<file path="src/core/dcser_pkg.sv">
`default_nettype none
package dcser_pkg;
	// frame layout
	localparam int DCSER_FRAME_BITS = 16;
	localparam int DCSER_CMD_HI = 13;
	localparam int DCSER_CMD_LO = 11;
	localparam int DCSER_DATA_W = 10;
	localparam int DCSER_CFG_APPLY_EDGE = 14;
	// commands
	localparam logic [2:0] DCSER_CMD_NOP = 3'h0;
	localparam logic [2:0] DCSER_CMD_WRCFG = 3'h1;
	localparam logic [2:0] DCSER_CMD_RDERR = 3'h4;
	localparam logic [2:0] DCSER_CMD_RDCFG = 3'h5;
	// error field positions
	localparam int DCSER_ERR_INTERMIT = 9;
	localparam int DCSER_ERR_SHORT = 8;
	localparam int DCSER_ERR_OPEN = 7;
	localparam int DCSER_ERR_OVERTEMP = 6;
	localparam int DCSER_ERR_BROWNOUT = 5;
	// configuration field positions
	localparam int DCSER_CFG_MODE_LO = 7;
	localparam int DCSER_CFG_BOTH_LO = 4;
	localparam int DCSER_CFG_THERM = 3;
	localparam logic [9:0] DCSER_CFG_RESET = 10'h000;
	localparam logic [9:0] DCSER_CFG_MASK = 10'h3F8;
	localparam logic [9:0] DCSER_ERR_RESET = 10'h000;
	// clock timing
	localparam int DCSER_MCLK_HZ = 10000000;
endpackage : dcser_pkg
`default_nettype wire

</file>
<file path="src/core/dcser_sync.sv">
`default_nettype none
module dcser_sync
	import dcser_pkg::*;
#(
	parameter int WIDTH = 4,
	parameter logic [WIDTH-1:0] IDLE = '1
) (
	input wire logic mclk,
	input wire logic reset,
	input wire logic clk_en,
	input wire logic [WIDTH-1:0] async_in,
	output logic [WIDTH-1:0] sync_out
);
	typedef struct packed {
		logic [WIDTH-1:0] meta;
		logic [WIDTH-1:0] stable;
	} dcser_sync_s;
	dcser_sync_s state_reg;
	dcser_sync_s state_next;

	// meta stage is read only by the stable stage
	always_comb begin
		state_next = state_reg;
		if (clk_en) begin
			state_next.meta = async_in;
			state_next.stable = state_reg.meta;
		end
	end

	always_ff @(posedge mclk) begin
		if (reset) begin
			// idle level of the pins, so no false event after reset
			state_reg <= '{meta: IDLE, stable: IDLE};
		end else begin
			state_reg <= state_next;
		end
	end

	assign sync_out = state_reg.stable;
endmodule : dcser_sync
`default_nettype wire

</file>
<file path="src/core/dcser_errlog.sv">
`default_nettype none
module dcser_errlog
	import dcser_pkg::*;
(
	input wire logic mclk,
	input wire logic reset,
	input wire logic clk_en,
	input wire logic [3:0] fault_live,
	input wire logic read_pulse,
	output logic [9:0] err_field,
	output logic err_irq
);
	// fault_live: 3 short, 2 open, 1 overtemp, 0 brownout (mclk domain)
	typedef struct packed {
		logic [3:0] latched;
		logic [3:0] reported;
		logic intermit;
		logic irq;
		logic armed;
	} dcser_errlog_s;
	dcser_errlog_s state_reg;
	dcser_errlog_s state_next;

	logic [3:0] new_faults;

	always_comb begin
		state_next = state_reg;
		new_faults = fault_live & ~state_reg.reported;
		if (clk_en) begin
			if (read_pulse) begin
				if (state_reg.armed) begin
					state_next.latched = fault_live;
					state_next.intermit = 1'b0;
					state_next.armed = 1'b0;
					// cleared faults may report again when they return
					state_next.reported = fault_live;
				end else begin
					state_next.armed = 1'b1;
					state_next.reported = state_reg.latched | fault_live;
				end
				state_next.irq = 1'b0;
			end
			// short or open vanished; judged after a clear
			if ((state_next.latched[3:2] & ~fault_live[3:2]) != 2'b00) begin
				state_next.intermit = 1'b1;
			end
			state_next.latched = state_next.latched | fault_live;
			// only new faults; set beats clear
			if (new_faults != 4'h0) begin
				state_next.irq = 1'b1;
				state_next.reported = state_next.reported | new_faults;
				state_next.armed = 1'b0;
			end
		end
	end

	always_ff @(posedge mclk) begin
		if (reset) begin
			state_reg <= '0;
		end else begin
			state_reg <= state_next;
		end
	end

	// error field layout; one bit each
	always_comb begin
		err_field = DCSER_ERR_RESET;
		err_field[DCSER_ERR_INTERMIT] = state_reg.intermit;
		err_field[DCSER_ERR_SHORT] = state_reg.latched[3];
		err_field[DCSER_ERR_OPEN] = state_reg.latched[2];
		err_field[DCSER_ERR_OVERTEMP] = state_reg.latched[1];
		err_field[DCSER_ERR_BROWNOUT] = state_reg.latched[0];
	end

	assign err_irq = state_reg.irq;
endmodule : dcser_errlog
`default_nettype wire

</file>
<file path="src/core/dcser_slave.sv">
`default_nettype none
module dcser_slave
	import dcser_pkg::*;
(
	input wire logic mclk,
	input wire logic reset,
	input wire logic clk_en,
	input wire logic chip_select_a_n,
	input wire logic chip_select_b_n,
	input wire logic serial_clk,
	input wire logic serial_in,
	output logic serial_out,
	output logic serial_out_en,
	output logic frame_done_n,
	input wire logic fault_short,
	input wire logic fault_open,
	input wire logic fault_overtemp,
	input wire logic fault_brownout,
	output logic error_irq_out,
	output logic error_irq_en,
	output logic [2:0] cfg_mode,
	output logic [2:0] cfg_brownout_thr,
	output logic cfg_thermal_en
);
	// ***********************************
	// types and state
	// ***********************************
	typedef enum logic [1:0] {
		DCSER_IDLE,
		DCSER_SHIFT,
		DCSER_DONE
	} dcser_phase_e;

	typedef struct packed {
		dcser_phase_e phase;
		logic [4:0] count;
		logic [15:0] shift_in;
		logic [9:0] shift_out;
		logic [2:0] cmd;
		logic [9:0] cfg;
		logic sclk_prev;
		logic out_bit;
		logic drive;
		logic done;
		logic rd_err;
		logic [3:0] faults;
	} dcser_slave_s;

	dcser_slave_s state_reg;
	dcser_slave_s state_next;

	// ***********************************
	// input synchronisers
	// ***********************************
	logic [3:0] pins_sync;
	logic [3:0] faults_sync;
	logic sel_n;
	logic sclk_s;
	logic din_s;
	logic sclk_fall;
	logic [9:0] err_field;
	logic err_irq;

	dcser_sync #(
		.WIDTH(4)
	) u_pin_sync (
		.mclk(mclk),
		.reset(reset),
		.clk_en(clk_en),
		.async_in({chip_select_a_n, chip_select_b_n, serial_clk, serial_in}),
		.sync_out(pins_sync)
	);

	// faults come from the analog side, treated as asynchronous; idle low
	dcser_sync #(
		.WIDTH(4),
		.IDLE(4'h0)
	) u_fault_sync (
		.mclk(mclk),
		.reset(reset),
		.clk_en(clk_en),
		.async_in({fault_short, fault_open, fault_overtemp, fault_brownout}),
		.sync_out(faults_sync)
	);

	// selects are or-ed: either high deselects
	assign sel_n = pins_sync[3] | pins_sync[2];
	assign sclk_s = pins_sync[1];
	assign din_s = pins_sync[0];
	assign sclk_fall = state_reg.sclk_prev & ~sclk_s;

	// ***********************************
	// error log
	// ***********************************
	dcser_errlog u_errlog (
		.mclk(mclk),
		.reset(reset),
		.clk_en(clk_en),
		.fault_live(faults_sync),
		.read_pulse(state_reg.rd_err),
		.err_field(err_field),
		.err_irq(err_irq)
	);

	// ***********************************
	// frame engine
	// ***********************************
	logic [15:0] word_now;
	logic [4:0] count_inc;

	always_comb begin
		state_next = state_reg;
		state_next.sclk_prev = sclk_s;
		state_next.rd_err = 1'b0;
		state_next.faults = faults_sync;
		word_now = {state_reg.shift_in[14:0], din_s};
		count_inc = state_reg.count + 5'h01;
		if (clk_en) begin
			if (sel_n) begin
				state_next.phase = DCSER_IDLE;
				state_next.count = 5'h00;
				state_next.drive = 1'b0;
				state_next.done = 1'b0;
				state_next.cmd = DCSER_CMD_NOP;
				state_next.shift_out = 10'h000;
			end else begin
				case (state_reg.phase)
					DCSER_IDLE: begin
						state_next.phase = DCSER_SHIFT;
						state_next.drive = 1'b1;
						state_next.out_bit = 1'b0;
						state_next.count = 5'h00;
					end
					DCSER_SHIFT: begin
						if (sclk_fall) begin
							state_next.shift_in = word_now;
							state_next.count = count_inc;
							if (count_inc == 5'(DCSER_FRAME_BITS - DCSER_CMD_LO)) begin
								state_next.cmd = word_now[DCSER_CMD_HI - DCSER_CMD_LO:0];
								case (word_now[2:0])
									DCSER_CMD_RDERR: begin
										state_next.shift_out = err_field;
									end
									DCSER_CMD_RDCFG: begin
										state_next.shift_out = state_reg.cfg;
									end
									default: begin
										state_next.shift_out = 10'h000;
									end
								endcase
							end
							if (count_inc == 5'(DCSER_CFG_APPLY_EDGE) && state_reg.cmd == DCSER_CMD_WRCFG) begin
								state_next.cfg = {word_now[7:0], 2'b00} & DCSER_CFG_MASK;
							end
							if (count_inc == 5'(DCSER_FRAME_BITS)) begin
								state_next.phase = DCSER_DONE;
								state_next.done = 1'b1;
								state_next.drive = 1'b0;
								state_next.rd_err = (state_reg.cmd == DCSER_CMD_RDERR);
							end
						end
						// msb first output from bit 9
						if (state_reg.count >= 5'(DCSER_FRAME_BITS - DCSER_DATA_W)) begin
							state_next.out_bit = state_reg.shift_out[9];
							if (sclk_fall) begin
								state_next.shift_out = {state_reg.shift_out[8:0], 1'b0};
							end
						end else begin
							state_next.out_bit = 1'b0;
						end
					end
					DCSER_DONE: begin
						state_next.done = 1'b1;
						state_next.drive = 1'b0;
					end
					default: begin
						state_next.phase = DCSER_IDLE;
					end
				endcase
			end
		end
	end

	always_ff @(posedge mclk) begin
		if (reset) begin
			state_reg <= '{phase: DCSER_IDLE, count: 5'h00, shift_in: 16'h0000, shift_out: 10'h000,
				cmd: 3'h0, cfg: DCSER_CFG_RESET, sclk_prev: 1'b1, out_bit: 1'b0, drive: 1'b0,
				done: 1'b0, rd_err: 1'b0, faults: 4'h0};
		end else begin
			state_reg <= state_next;
		end
	end

	// ***********************************
	// outputs
	// ***********************************
	assign serial_out = state_reg.out_bit;
	assign serial_out_en = state_reg.drive;
	// done low starts the next device
	assign frame_done_n = ~state_reg.done;
	// open drain: pull low while the interrupt stands
	assign error_irq_out = 1'b0;
	assign error_irq_en = err_irq;
	assign cfg_mode = state_reg.cfg[DCSER_CFG_MODE_LO +: 3];
	assign cfg_brownout_thr = state_reg.cfg[DCSER_CFG_BOTH_LO +: 3];
	assign cfg_thermal_en = state_reg.cfg[DCSER_CFG_THERM];
endmodule : dcser_slave
`default_nettype wire

</file>
<file path="config.mk">
export PLATFORM = sky130hd
export DESIGN_NAME = dcser_slave
export DESIGN_NICKNAME = d
export VERILOG_FILES = /design/src/core/dcser_pkg.sv /design/src/core/dcser_sync.sv /design/src/core/dcser_errlog.sv /design/src/core/dcser_slave.sv
export SDC_FILE = /design/constraint.sdc
export NUM_CORES = 1
export LEC_CHECK = 0
export CAP_MARGIN = 5
export CORE_MARGIN = 5
export CORE_UTILIZATION = 67
export CTS_CLUSTER_DIAMETER = 80
export DETAILED_ROUTE_END_ITERATION = 12
export DONT_BUFFER_PORTS = 1
export HOLD_SLACK_MARGIN = 0.12
export MAX_ROUTING_LAYER = met4
export PLACE_DENSITY = 0.81
export SLEW_MARGIN = 20
export SYNTH_ARGS = -nofsm -noshare
export SYNTH_HDL_FRONTEND = slang
export SYNTH_SLANG_ARGS = --single-unit
</file>
<file path="constraint.sdc">
create_clock -name mclk -period 6.75 [get_ports mclk]
set_clock_uncertainty 0.2 [all_clocks]
set_input_delay 1.35 -clock mclk [delete_from_list [all_inputs] [get_ports mclk]]
set_output_delay 1.35 -clock mclk [all_outputs]
set_load 0.05 [all_outputs]
</file>
==> reports/summary.txt, run 1 <==
Layout area overhead: 5.03%
clock sinks: 66
met2 Usage GRT: 35.8%
global-route wire length before repair: 11.2 mm
vias per inst: 6.11
antenna cells: 0
vias in the first global route: 2424
Overall Global Routing Usage: 23.4%
initial antenna violation count: 0
CTS resizes: 0
Starting Density: 67.8%
cell family with most CP delay: simple AND/OR/NAND/NOR gates
peak supply drop: 0.000218 V
number of nets in the layout: 388
Congestion Overflow GR: 0
crit start category: flop
total CTS buffers: 9
clk slew on worst S/H paths: 0.08 ns
CTS root buf: clkbuf_8
Cell Area, Synth: 3160 sq um
# DRC: 0
Yosys top cell area share: 41.8%
P per Cell Area: 241 nW/um^2
worst hold-check path type: reg2reg
Lkg Pwr: 1.22 nW
Post-synth EDFFs: 0
I/O Buffers: 0
Core Area: 4660 sq um
die area: 6190 sq um
met1 usage: 29.2%
FILL cells: 371
Yosys warnings: 0
IO Pins: 23
routed via count: 2614
asr flop ratio synth: 0%
worst-path cell chain: nor2b_1 > nand3_1 > or4b_1 > mux2i_1 > nor2_1
CP Buf/Inv Count: 0
max FFs per register: 30
status: completed
CTS max path bufs: 2
CP Class: reg2reg
Sw Share: 22.9%
fin util: 71.2%
setup bufs post-CTS: 0
final wirelength: 6.54 mm
Wirelength per Cell: 15.3 um
# hold bufs at CTS: 0
Comb power frac: 2.9%
Seq pwr share: 50.3%
Top Usage Layer GRT: met2
#FFs+latches synth: 66
Critical Path Sink Type: flop
commonest cells in the netlist: dfxtp_1 (66), nand2_1 (57), nor2_1 (40)
Hold Slack: 0.265 ns
RSZ-0062 raised after global routing: false
H-tree depth: 3
Mapped Avg Cell Area: 8.16 sq um
Tmin final: 2.98 ns
Post-Syn Instances: 387
area leader, netlist: dfxtp_1
# Max-Cap Violations: 0
share of cells above drive strength 1: 7.22%
worst rel slew slack: 45.1%
top cells by area, synth: dfxtp_1 (42%), mux2i_1 (7.0%), nand2_1 (6.8%), a21oi_1 (5.4%), nor2_1 (4.8%)
ys flop type: dfxtp_1
Switching Power: 183 uW
TNS Setup: 0 ns
antenna viol nets, final: 0
Slew Limit Fails: 0
internal power: 616 uW
actual slew at the worst max-slew pin: 0.822 ns
syn nets: 406
CP Data Arrival Time: 3.03 ns
clock share of power: 46.8%
die height: 78.7 um
count leader, synth: dfxtp_1
Hold Fails Final Rpt: 0
worst skew pair latency: 0.35 ns
largest net degree at the start of global routing: 60
crit-path max FO: 13
met3 Usage GRT: 4.82%
FMAX: 336 MHz
setup ws final: 3.77 ns
library cells used by synthesis: 50
dpl hpwl: 4.30 mm
TritonCTS clock tree: yes
Die Span X: 78.7 um
Crit-path slowest cell: or4b_1
post-placement setup slack: 3.45 ns
# setup viols final: 0
delay of the slowest critical-path stage: 0.86 ns
FP Rows: 25
routability cong.: 0.829
worst path required time: 6.80 ns
DR iter-0 viols: 173
1st-pass router iterations: 5
Tcrit/Tclk final: 44.1%
Seq/Total Area, Yosys: 41.8%
worst paths after layout:
path | start | slack, ns | end | cells past startpoint
setup / recovery | state_reg[8]$_SDFF_PP1_ | 3.77 | cfg_mode[1]$_SDFFE_PP0P_ | 5
hold / removal | state_reg[21]$_SDFFE_PP0P_ | 0.27 | state_reg[21]$_SDFFE_PP0P_ | 2
setup reg to reg | state_reg[8]$_SDFF_PP1_ | 3.77 | cfg_mode[1]$_SDFFE_PP0P_ | 5
hold reg to reg | state_reg[21]$_SDFFE_PP0P_ | 0.27 | state_reg[21]$_SDFFE_PP0P_ | 2
worst reg2reg max path: cells and delay by family, from the launching register on:
family | cells | cell delay, ns
simple gates | 4 | 2.12
flops | 1 | 0.32
mux | 1 | 0.24
power groups by stage:
| stage | clock, mW | sequential (mW) | combinational [mW] |
|---|---|---|---|
| after detailed placement | 0 | 0.412 | 0.0229 |
| after CTS | 0.378 | 0.402 | 0.0231 |
| after global routing | 0.398 | 0.403 | 0.0260 |
| after global placement | 0 | 0.411 | 0.0224 |
| after floorplan | 0 | 0.409 | 0.0283 |
| final | 0.374 | 0.403 | 0.0231 |
per-stage QoR:
stage	area [sq um]	power [mW]	std cells
floorplan	3160	0.437	387
global placement	3090	0.434	412
detailed placement	3090	0.434	412
CTS	3320	0.804	428
global route	3320	0.827	428
finish	3320	0.800	428
layout by cell type (no fill, tap or decap), types with 2 or more instances in the layout:
| master | count |
|---|---|
| dfxtp_1 | 66 |
| nand2_1 | 57 |
| nor2_1 | 40 |
| a21oi_1 | 34 |
| mux2i_1 | 22 |
| inv_1 | 19 |
| o21ai_0 | 19 |
| clkbuf_8 | 9 |
| nand3_1 | 8 |
| a31oi_1 | 8 |
| ha_1 | 8 |
| a211oi_1 | 6 |
| nor3_1 | 5 |
| a22oi_1 | 4 |
| nor2b_1 | 4 |
| or4_1 | 4 |
| a311oi_1 | 4 |
| and3_1 | 4 |
| and2_1 | 3 |
| xnor2_1 | 3 |
| mux2_2 | 3 |
| a31o_2 | 3 |
| o22ai_1 | 3 |
| a221oi_1 | 3 |
| or2_2 | 2 |
| o41ai_1 | 2 |
| a211o_1 | 2 |
| bufinv_16 | 2 |
| clkinvlp_4 | 2 |
| inv_6 | 2 |
layer usage:
| layer | vias up | part of all wire, % |
|---|---|---|
| met5 | - | 0 |
| met1 | 1210 | 49 |
| met3 | 18 | 4.9 |
| met4 | 0 | 2.0 |
| li1 | 1313 | - |
| met2 | 73 | 44 |
cell families (layout without fill, tap and decap cells):
kind of cell               after synthesis  in the layout  synth area share (%)
other                                    1              1                 0.119
DFF                                     66             66                  41.8
muxes                                   25             25                  8.04
adders and majority gates                8              8                  3.17
buffers and inverters                   49             36                  6.74
xor gates and xnor gates                 3              3                 0.832
AOI/OAI and AO/OA                       98             98                  19.5
and+or+nand+nor                        137            137                  19.8
area by class of cell:
type	count	area (sq um)	share of cell area (%)
clock buffers	9	124	3.73
flip-flops and latches	66	1320	39.8
multi-input cells	272	1620	49.0
well taps	54	67.6	2.04
clock inverters	7	101	3.06
repair buffers	1	7.51	0.226
inverters	19	71.3	2.15
(Power assumes the default switching activity.)
==> inputs of run 2 (changes only) <==
--- a/config.mk
+++ b/config.mk
@@ -7,13 +7,13 @@
 export LEC_CHECK = 0
 export CAP_MARGIN = 5
 export CORE_MARGIN = 5
-export CORE_UTILIZATION = 67
+export CORE_UTILIZATION = 57
 export CTS_CLUSTER_DIAMETER = 80
 export DETAILED_ROUTE_END_ITERATION = 12
 export DONT_BUFFER_PORTS = 1
 export HOLD_SLACK_MARGIN = 0.12
 export MAX_ROUTING_LAYER = met4
-export PLACE_DENSITY = 0.81
+export PLACE_DENSITY = 0.73
 export SLEW_MARGIN = 20
 export SYNTH_ARGS = -nofsm -noshare
 export SYNTH_HDL_FRONTEND = slang
==> constraint.sdc (replaced) <==
create_clock -name mclk -period 2.55 [get_ports mclk]
set_clock_uncertainty 0.2 [all_clocks]
set_input_delay 0.51 -clock mclk [delete_from_list [all_inputs] [get_ports mclk]]
set_output_delay 0.51 -clock mclk [all_outputs]
set_load 0.05 [all_outputs]
==> reports/summary.txt, run 2 (same netlist as run 1, synthesis figures left out) <==
die area: 7130 sq um (was 6190 sq um)
CTS max path bufs: 2 (unchanged)
1st-pass router iterations: 4 (was 5)
Setup crit start: state_reg[48]$_SDFFE_PP0P_ (was state_reg[8]$_SDFF_PP1_)
max FFs per register: 30 (unchanged)
Critical Path Sink Type: flop (unchanged)
DR iter-0 viols: 218 (was 173)
actual slew at the worst max-slew pin: 0.583 ns (was 0.822 ns)
Die Span X: 84.4 um (was 78.7 um)
H-tree depth: 3 (unchanged)
highest-count cells in the layout ignoring fill and taps: dfxtp_1 (66), nand2_1 (57), nor2_1 (40), a21oi_1 (34), mux2i_1 (22) (unchanged)
routability cong.: 0.861 (was 0.829)
# DRC: 0 (unchanged)
Lkg Pwr: 1.29 nW (was 1.22 nW)
RSZ-0062 raised after global routing: false (unchanged)
met1 usage: 27.1% (was 29.2%)
CP Data Arrival Time: 2.45 ns (was 3.03 ns)
Starting Density: 58.1% (was 67.8%)
reg2reg setup slack: 0.13 ns (was 3.77 ns)
share of cells above drive strength 1: 9.44% (was 7.22%)
die height: 84.4 um (was 78.7 um)
number of nets in the layout: 408 (was 388)
worst hold-check path type: in2reg (was reg2reg)
TritonCTS clock tree: yes (unchanged)
FMAX: 413 MHz (was 336 MHz)
peak supply drop: 0.000329 V (was 0.000218 V)
Tcrit/Tclk final: 95.0% (was 44.1%)
global-route wire length before repair: 12.2 mm (was 11.2 mm)
total CTS buffers: 9 (unchanged)
overall power: 1.91 mW (was 800 uW)
met2 Usage GRT: 33.1% (was 35.8%)
Reg2Reg Capture Point: cfg_mode[0]$_SDFFE_PP0P_ (was cfg_mode[1]$_SDFFE_PP0P_)
Top Usage Layer GRT: met2 (unchanged)
worst rel slew slack: 61.1% (was 45.1%)
clock sinks: 66 (unchanged)
routed via count: 2708 (was 2614)
Slew Limit Fails: 0 (unchanged)
Layout area overhead: 9.35% (was 5.03%)
final wirelength: 7.14 mm (was 6.54 mm)
vias in the first global route: 2603 (was 2424)
initial antenna violation count: 0 (unchanged)
setup bufs post-CTS: 0 (unchanged)
CTS root buf: clkbuf_8 (unchanged)
antenna cells: 0 (unchanged)
status: completed (unchanged)
met3 Usage GRT: 4.42% (was 4.82%)
vias per inst: 5.84 (was 6.11)
Core Area: 5440 sq um (was 4660 sq um)
Congestion Overflow GR: 0 (unchanged)
crit-path max FO: 7 (was 13)
I/O Buffers: 0 (unchanged)
antenna viol nets, final: 0 (unchanged)
crit start category: flop (unchanged)
Hold Fails Final Rpt: 0 (unchanged)
largest net degree at the start of global routing: 51 (was 60)
worst skew pair latency: 0.34 ns (was 0.35 ns)
IO Pins: 23 (unchanged)
crit path to: cfg_mode[0]$_SDFFE_PP0P_ (was cfg_mode[1]$_SDFFE_PP0P_)
# Max-Cap Violations: 0 (unchanged)
reg2reg start: state_reg[48]$_SDFFE_PP0P_ (was state_reg[8]$_SDFF_PP1_)
FP Rows: 27 (was 25)
Overall Global Routing Usage: 21.7% (was 23.4%)
# setup viols final: 0 (unchanged)
clk slew on worst S/H paths: 0.07 ns (was 0.08 ns)
CP Class: reg2reg (unchanged)
dpl hpwl: 4.69 mm (was 4.30 mm)
TNS Setup: 0 ns (unchanged)
P per Cell Area: 552 nW/um^2 (was 241 nW/um^2)
R2R cell count: 6 (was 5)
Hold Slack: 0.139 ns (was 0.265 ns)
worst path required time: 2.58 ns (was 6.80 ns)
most common cell after layout, fill and taps aside: dfxtp_1 (unchanged)
Tmin final: 2.42 ns (was 2.98 ns)
Wirelength per Cell: 15.4 um (was 15.3 um)
[run 2: metrics by stage]
stage	std cells	worst slack, ns	util (%)	instance area, sq um
2_1_floorplan	387	0.167	-	3160
3_3_place_gp	442	0.176	58.9	3200
3_5_place_dp	442	0.141	58.9	3200
4_1_cts	464	0.115	63.5	3450
5_1_grt	464	0.00960	63.5	3450
6_report	464	0.128	63.5	3450
[run 2: worst max-delay path, cell delays in order (launching register included)]
cell	delay, ns
dfxtp_1	0.31
ha_1	0.21
xnor2_1	0.14
or4_1	0.45
or4b_1	0.71
mux2i_1	0.24
nor2_1	0.05
[run 2: where the power goes]
group	switching (mW)	leakage [nW]	total [mW]	internal (mW)
clock network	0.386	0.0810	0.751	0.365
registers	0.0184	0.535	1.07	1.05
logic	0.0525	0.678	0.0902	0.0377
total	0.456	1.29	1.91	1.45
[run 2: area by class of cell]
type	instances	area [sq um]
Fill cell	497	1990
Multi-Input combinational cell	272	1620
Sequential cell	66	1320
Timing Repair Buffer	21	188
Clock buffer	11	141
Tap cell	72	90.1
Inverter	19	71.3
Clock inverter	3	17.5
[run 2: how the worst min path moves through the flow]
stage	depth (start not counted)	endpoint	startpoint
finish	2	u_fault_sync.state_reg[4]$_SDFFE_PP0P_	fault_brownout
global route	2	u_fault_sync.sync_out[1]$_SDFFE_PP0P_	clk_en
CTS	2	u_fault_sync.state_reg[4]$_SDFFE_PP0P_	fault_brownout
detailed placement	2	state_reg[38]$_SDFFE_PP0P_	state_reg[38]$_SDFFE_PP0P_
global placement	2	state_reg[38]$_SDFFE_PP0P_	state_reg[38]$_SDFFE_PP0P_
floorplan	2	state_reg[21]$_SDFFE_PP0P_	state_reg[21]$_SDFFE_PP0P_
[run 2: per-layer routing]
layer	share of wire (%)	routed length, um
met5	0	0
met4	2.3	165
met3	5.5	390
met2	47	3360
met1	45	3220
[run 2: what timing repair did]
item / 4_1_cts / 5_1_grt
resized for setup: 0 / 0
hold buffers: 8 / 0
hold endpoints to repair: 57 / 0
==> inputs of run 3 (changes only) <==
--- a/config.mk
+++ b/config.mk
@@ -7,13 +7,14 @@
 export LEC_CHECK = 0
 export CAP_MARGIN = 5
 export CORE_MARGIN = 5
-export CORE_UTILIZATION = 57
+export CORE_UTILIZATION = 59
+export CTS_BUF_LIST = sky130_fd_sc_hd__clkbuf_2 sky130_fd_sc_hd__clkbuf_4 sky130_fd_sc_hd__clkbuf_8
 export CTS_CLUSTER_DIAMETER = 80
 export DETAILED_ROUTE_END_ITERATION = 12
 export DONT_BUFFER_PORTS = 1
 export HOLD_SLACK_MARGIN = 0.12
 export MAX_ROUTING_LAYER = met4
-export PLACE_DENSITY = 0.73
+export PLACE_DENSITY = 0.76
 export SLEW_MARGIN = 20
 export SYNTH_ARGS = -nofsm -noshare
 export SYNTH_HDL_FRONTEND = slang
==> reports/summary.txt, run 3 (same netlist as run 1, synthesis figures left out) <==
global-route wire length before repair: 11.8 mm (was 12.2 mm)
CP Data Arrival Time: 2.47 ns (was 2.45 ns)
worst hold stages: 2 (unchanged)
vias per inst: 5.77 (was 5.84)
vias in the first global route: 2446 (was 2603)
TNS Setup: 0 ns (unchanged)
die area: 6920 sq um (was 7130 sq um)
HP Start: clk_en (was fault_brownout)
Tcrit/Tclk final: 94.0% (was 95.0%)
clock share of power: 44.3% (was 39.4%)
CTS max path bufs: 2 (unchanged)
Die Span X: 83.2 um (was 84.4 um)
Starting Density: 61.4% (was 58.1%)
Layout area overhead: 12.2% (was 9.35%)
Tmin final: 2.40 ns (was 2.42 ns)
Seq pwr share: 51.0% (was 55.9%)
reg2reg setup slack: 0.15 ns (was 0.13 ns)
peak supply drop: 0.000502 V (was 0.000329 V)
worst path required time: 2.62 ns (was 2.58 ns)
Sw Share: 22.5% (was 23.9%)
number of nets in the layout: 411 (was 408)
highest-count cells in the layout ignoring fill and taps: dfxtp_1 (66), nand2_1 (57), nor2_1 (40), a21oi_1 (34), mux2i_1 (22) (unchanged)
1st-pass router iterations: 4 (unchanged)
setup ws final: 0.153 ns (was 0.128 ns)
die height: 83.2 um (was 84.4 um)
Congestion Overflow GR: 0 (unchanged)
RSZ-0062 raised after global routing: false (unchanged)
IO Pins: 23 (unchanged)
Overall Global Routing Usage: 21.5% (was 21.7%)
internal power: 1.62 mW (was 1.45 mW)
DR iter-0 viols: 194 (was 218)
P per Cell Area: 590 nW/um^2 (was 552 nW/um^2)
placed cell area: 3190 sq um (was 3200 sq um)
Comb power frac: 4.6% (was 4.7%)
crit-path max FO: 4 (was 7)
Reg2Reg Capture Point: state_reg[21]$_SDFFE_PP0P_ (was cfg_mode[0]$_SDFFE_PP0P_)
final wirelength: 6.92 mm (was 7.14 mm)
R2R cell count: 6 (unchanged)
status: completed (unchanged)
Hold Crit Endpoint: u_fault_sync.sync_out[3]$_SDFFE_PP0P_ (was u_fault_sync.state_reg[4]$_SDFFE_PP0P_)
clk slew on worst S/H paths: 0.07 ns (about the same)
total CTS buffers: 9 (unchanged)
FMAX: 417 MHz (was 413 MHz)
CP Class: reg2reg (unchanged)
routed via count: 2695 (was 2708)
Switching Power: 470 uW (was 456 uW)
FP Rows: 26 (was 27)
Lkg Pwr: 1.34 nW (was 1.29 nW)
FILL cells: 442 (was 497)
dpl hpwl: 4.64 mm (was 4.69 mm)
share of cells above drive strength 1: 10.1% (was 9.44%)
# DRC: 0 (unchanged)
I/O Buffers: 0 (unchanged)
max FFs per register: 30 (unchanged)
actual slew at the worst max-slew pin: 0.699 ns (was 0.583 ns)
antenna cells: 0 (unchanged)
Critical Path Sink Type: flop (unchanged)
post-placement setup slack: 0.0899 ns (was 0.141 ns)
most common cell after layout, fill and taps aside: dfxtp_1 (unchanged)
largest net degree at the start of global routing: 51 (unchanged)
initial antenna violation count: 0 (unchanged)
Slew Limit Fails: 0 (unchanged)
# Max-Cap Violations: 0 (unchanged)
clock sinks: 66 (unchanged)
worst skew pair latency: 0.35 ns (was 0.34 ns)
CTS root buf: clkbuf_8 (unchanged)
# setup viols final: 0 (unchanged)
antenna viol nets, final: 0 (unchanged)
Hold Fails Final Rpt: 0 (unchanged)
setup bufs post-CTS: 0 (unchanged)
H-tree depth: 3 (unchanged)
delay of the slowest critical-path stage: 0.54 ns (was 0.71 ns)
Crit-path slowest cell: or4b_4 (was or4b_1)
worst-path cell chain: ha_1 > xnor2_1 > or4b_4 > or2_1 > or4_1 > a21oi_1 (was ha_1 > xnor2_1 > or4_1 > or4b_1 > mux2i_1 > nor2_1)
Core Area: 5140 sq um (was 5440 sq um)
routability cong.: 0.867 (was 0.861)
TritonCTS clock tree: yes (unchanged)
Wirelength per Cell: 14.8 um (was 15.4 um)
crit start category: flop (unchanged)
worst hold-check path type: in2reg (unchanged)
reg2reg start: state_reg[48]$_SDFFE_PP0P_ (unchanged)
overall power: 2.09 mW (was 1.91 mW)
worst rel slew slack: 53.3% (was 61.1%)
Finished Cell Area: 3540 sq um (was 3450 sq um)
[run 3: changes by cell type in the layout (fill, tap and decap cells not counted), sizes merged]
cell and change:
clkinvlp -1, clkbuf +1, bufinv +1, clkinv +1, buf -1, dlygate4sd3 +4
[run 3: timing repair]
action                                  in CTS  in global routing
endpoints found under the setup margin       0                  2
hold buffers                                12                  0
resized for setup                            0                  1
hold endpoints to repair                    58                  0
[run 3: power by group through the flow]
stage / combinational [mW] / clock (mW) / sequential [mW]
6_report: 0.0967 / 0.927 / 1.07
5_1_grt: 0.107 / 0.993 / 1.07
4_1_cts: 0.0957 / 0.934 / 1.07
3_5_place_dp: 0.0619 / 0 / 1.09
3_3_place_gp: 0.0604 / 0 / 1.09
2_1_floorplan: 0.0748 / 0 / 1.08
[run 3: layout make-up]
type	count	area (sq um)	share of cell area, %
sequential	66	1320	37.3
tap	70	87.6	2.47
multi-input combinational	272	1630	46.0
timing repair buffer	24	220	6.22
clock inverter	4	48.8	1.38
clock buffer	12	165	4.66
inverter	19	71.3	2.01
[run 3: worst max-delay path by stage]
stage,from,to,slack [ns],cells past startpoint
after floorplan,state_reg[48]$_SDFFE_PP0P_,state_reg[19]$_SDFFE_PP0P_,0.17,6
after global placement,state_reg[48]$_SDFFE_PP0P_,cfg_thermal_en$_SDFFE_PP0P_,0.17,6
after detailed placement,state_reg[48]$_SDFFE_PP0P_,cfg_thermal_en$_SDFFE_PP0P_,0.09,6
after CTS,state_reg[48]$_SDFFE_PP0P_,cfg_thermal_en$_SDFFE_PP0P_,0.07,6
after global routing,state_reg[48]$_SDFFE_PP0P_,state_reg[21]$_SDFFE_PP0P_,0.06,6
final,state_reg[48]$_SDFFE_PP0P_,state_reg[21]$_SDFFE_PP0P_,0.15,6
[run 3: per-layer routing]
layer	track usage, %	wire, um
met1	27.6	3230
met2	32.4	3180
met3	5.94	416
met4	7.43	91
met5	-	0
[run 3: critical path: cells and delay by family (launching register included)]
| kind | cells | cell delay, ns |
|---|---|---|
| compound gates | 1 | 0.17 |
| flops | 1 | 0.32 |
| fa+ha+maj | 1 | 0.23 |
| simple gates | 3 | 1.27 |
| xor+xnor | 1 | 0.15 |
[run 3: stage by stage]
stage / hold slack, ns / util [%] / cells
2_1_floorplan: 0.235 / - / 387
3_3_place_gp: 0.241 / 62.1 / 439
3_5_place_dp: 0.248 / 62.1 / 439
4_1_cts: 0.122 / 68.8 / 467
5_1_grt: 0.130 / 68.9 / 467
6_report: 0.137 / 68.9 / 467
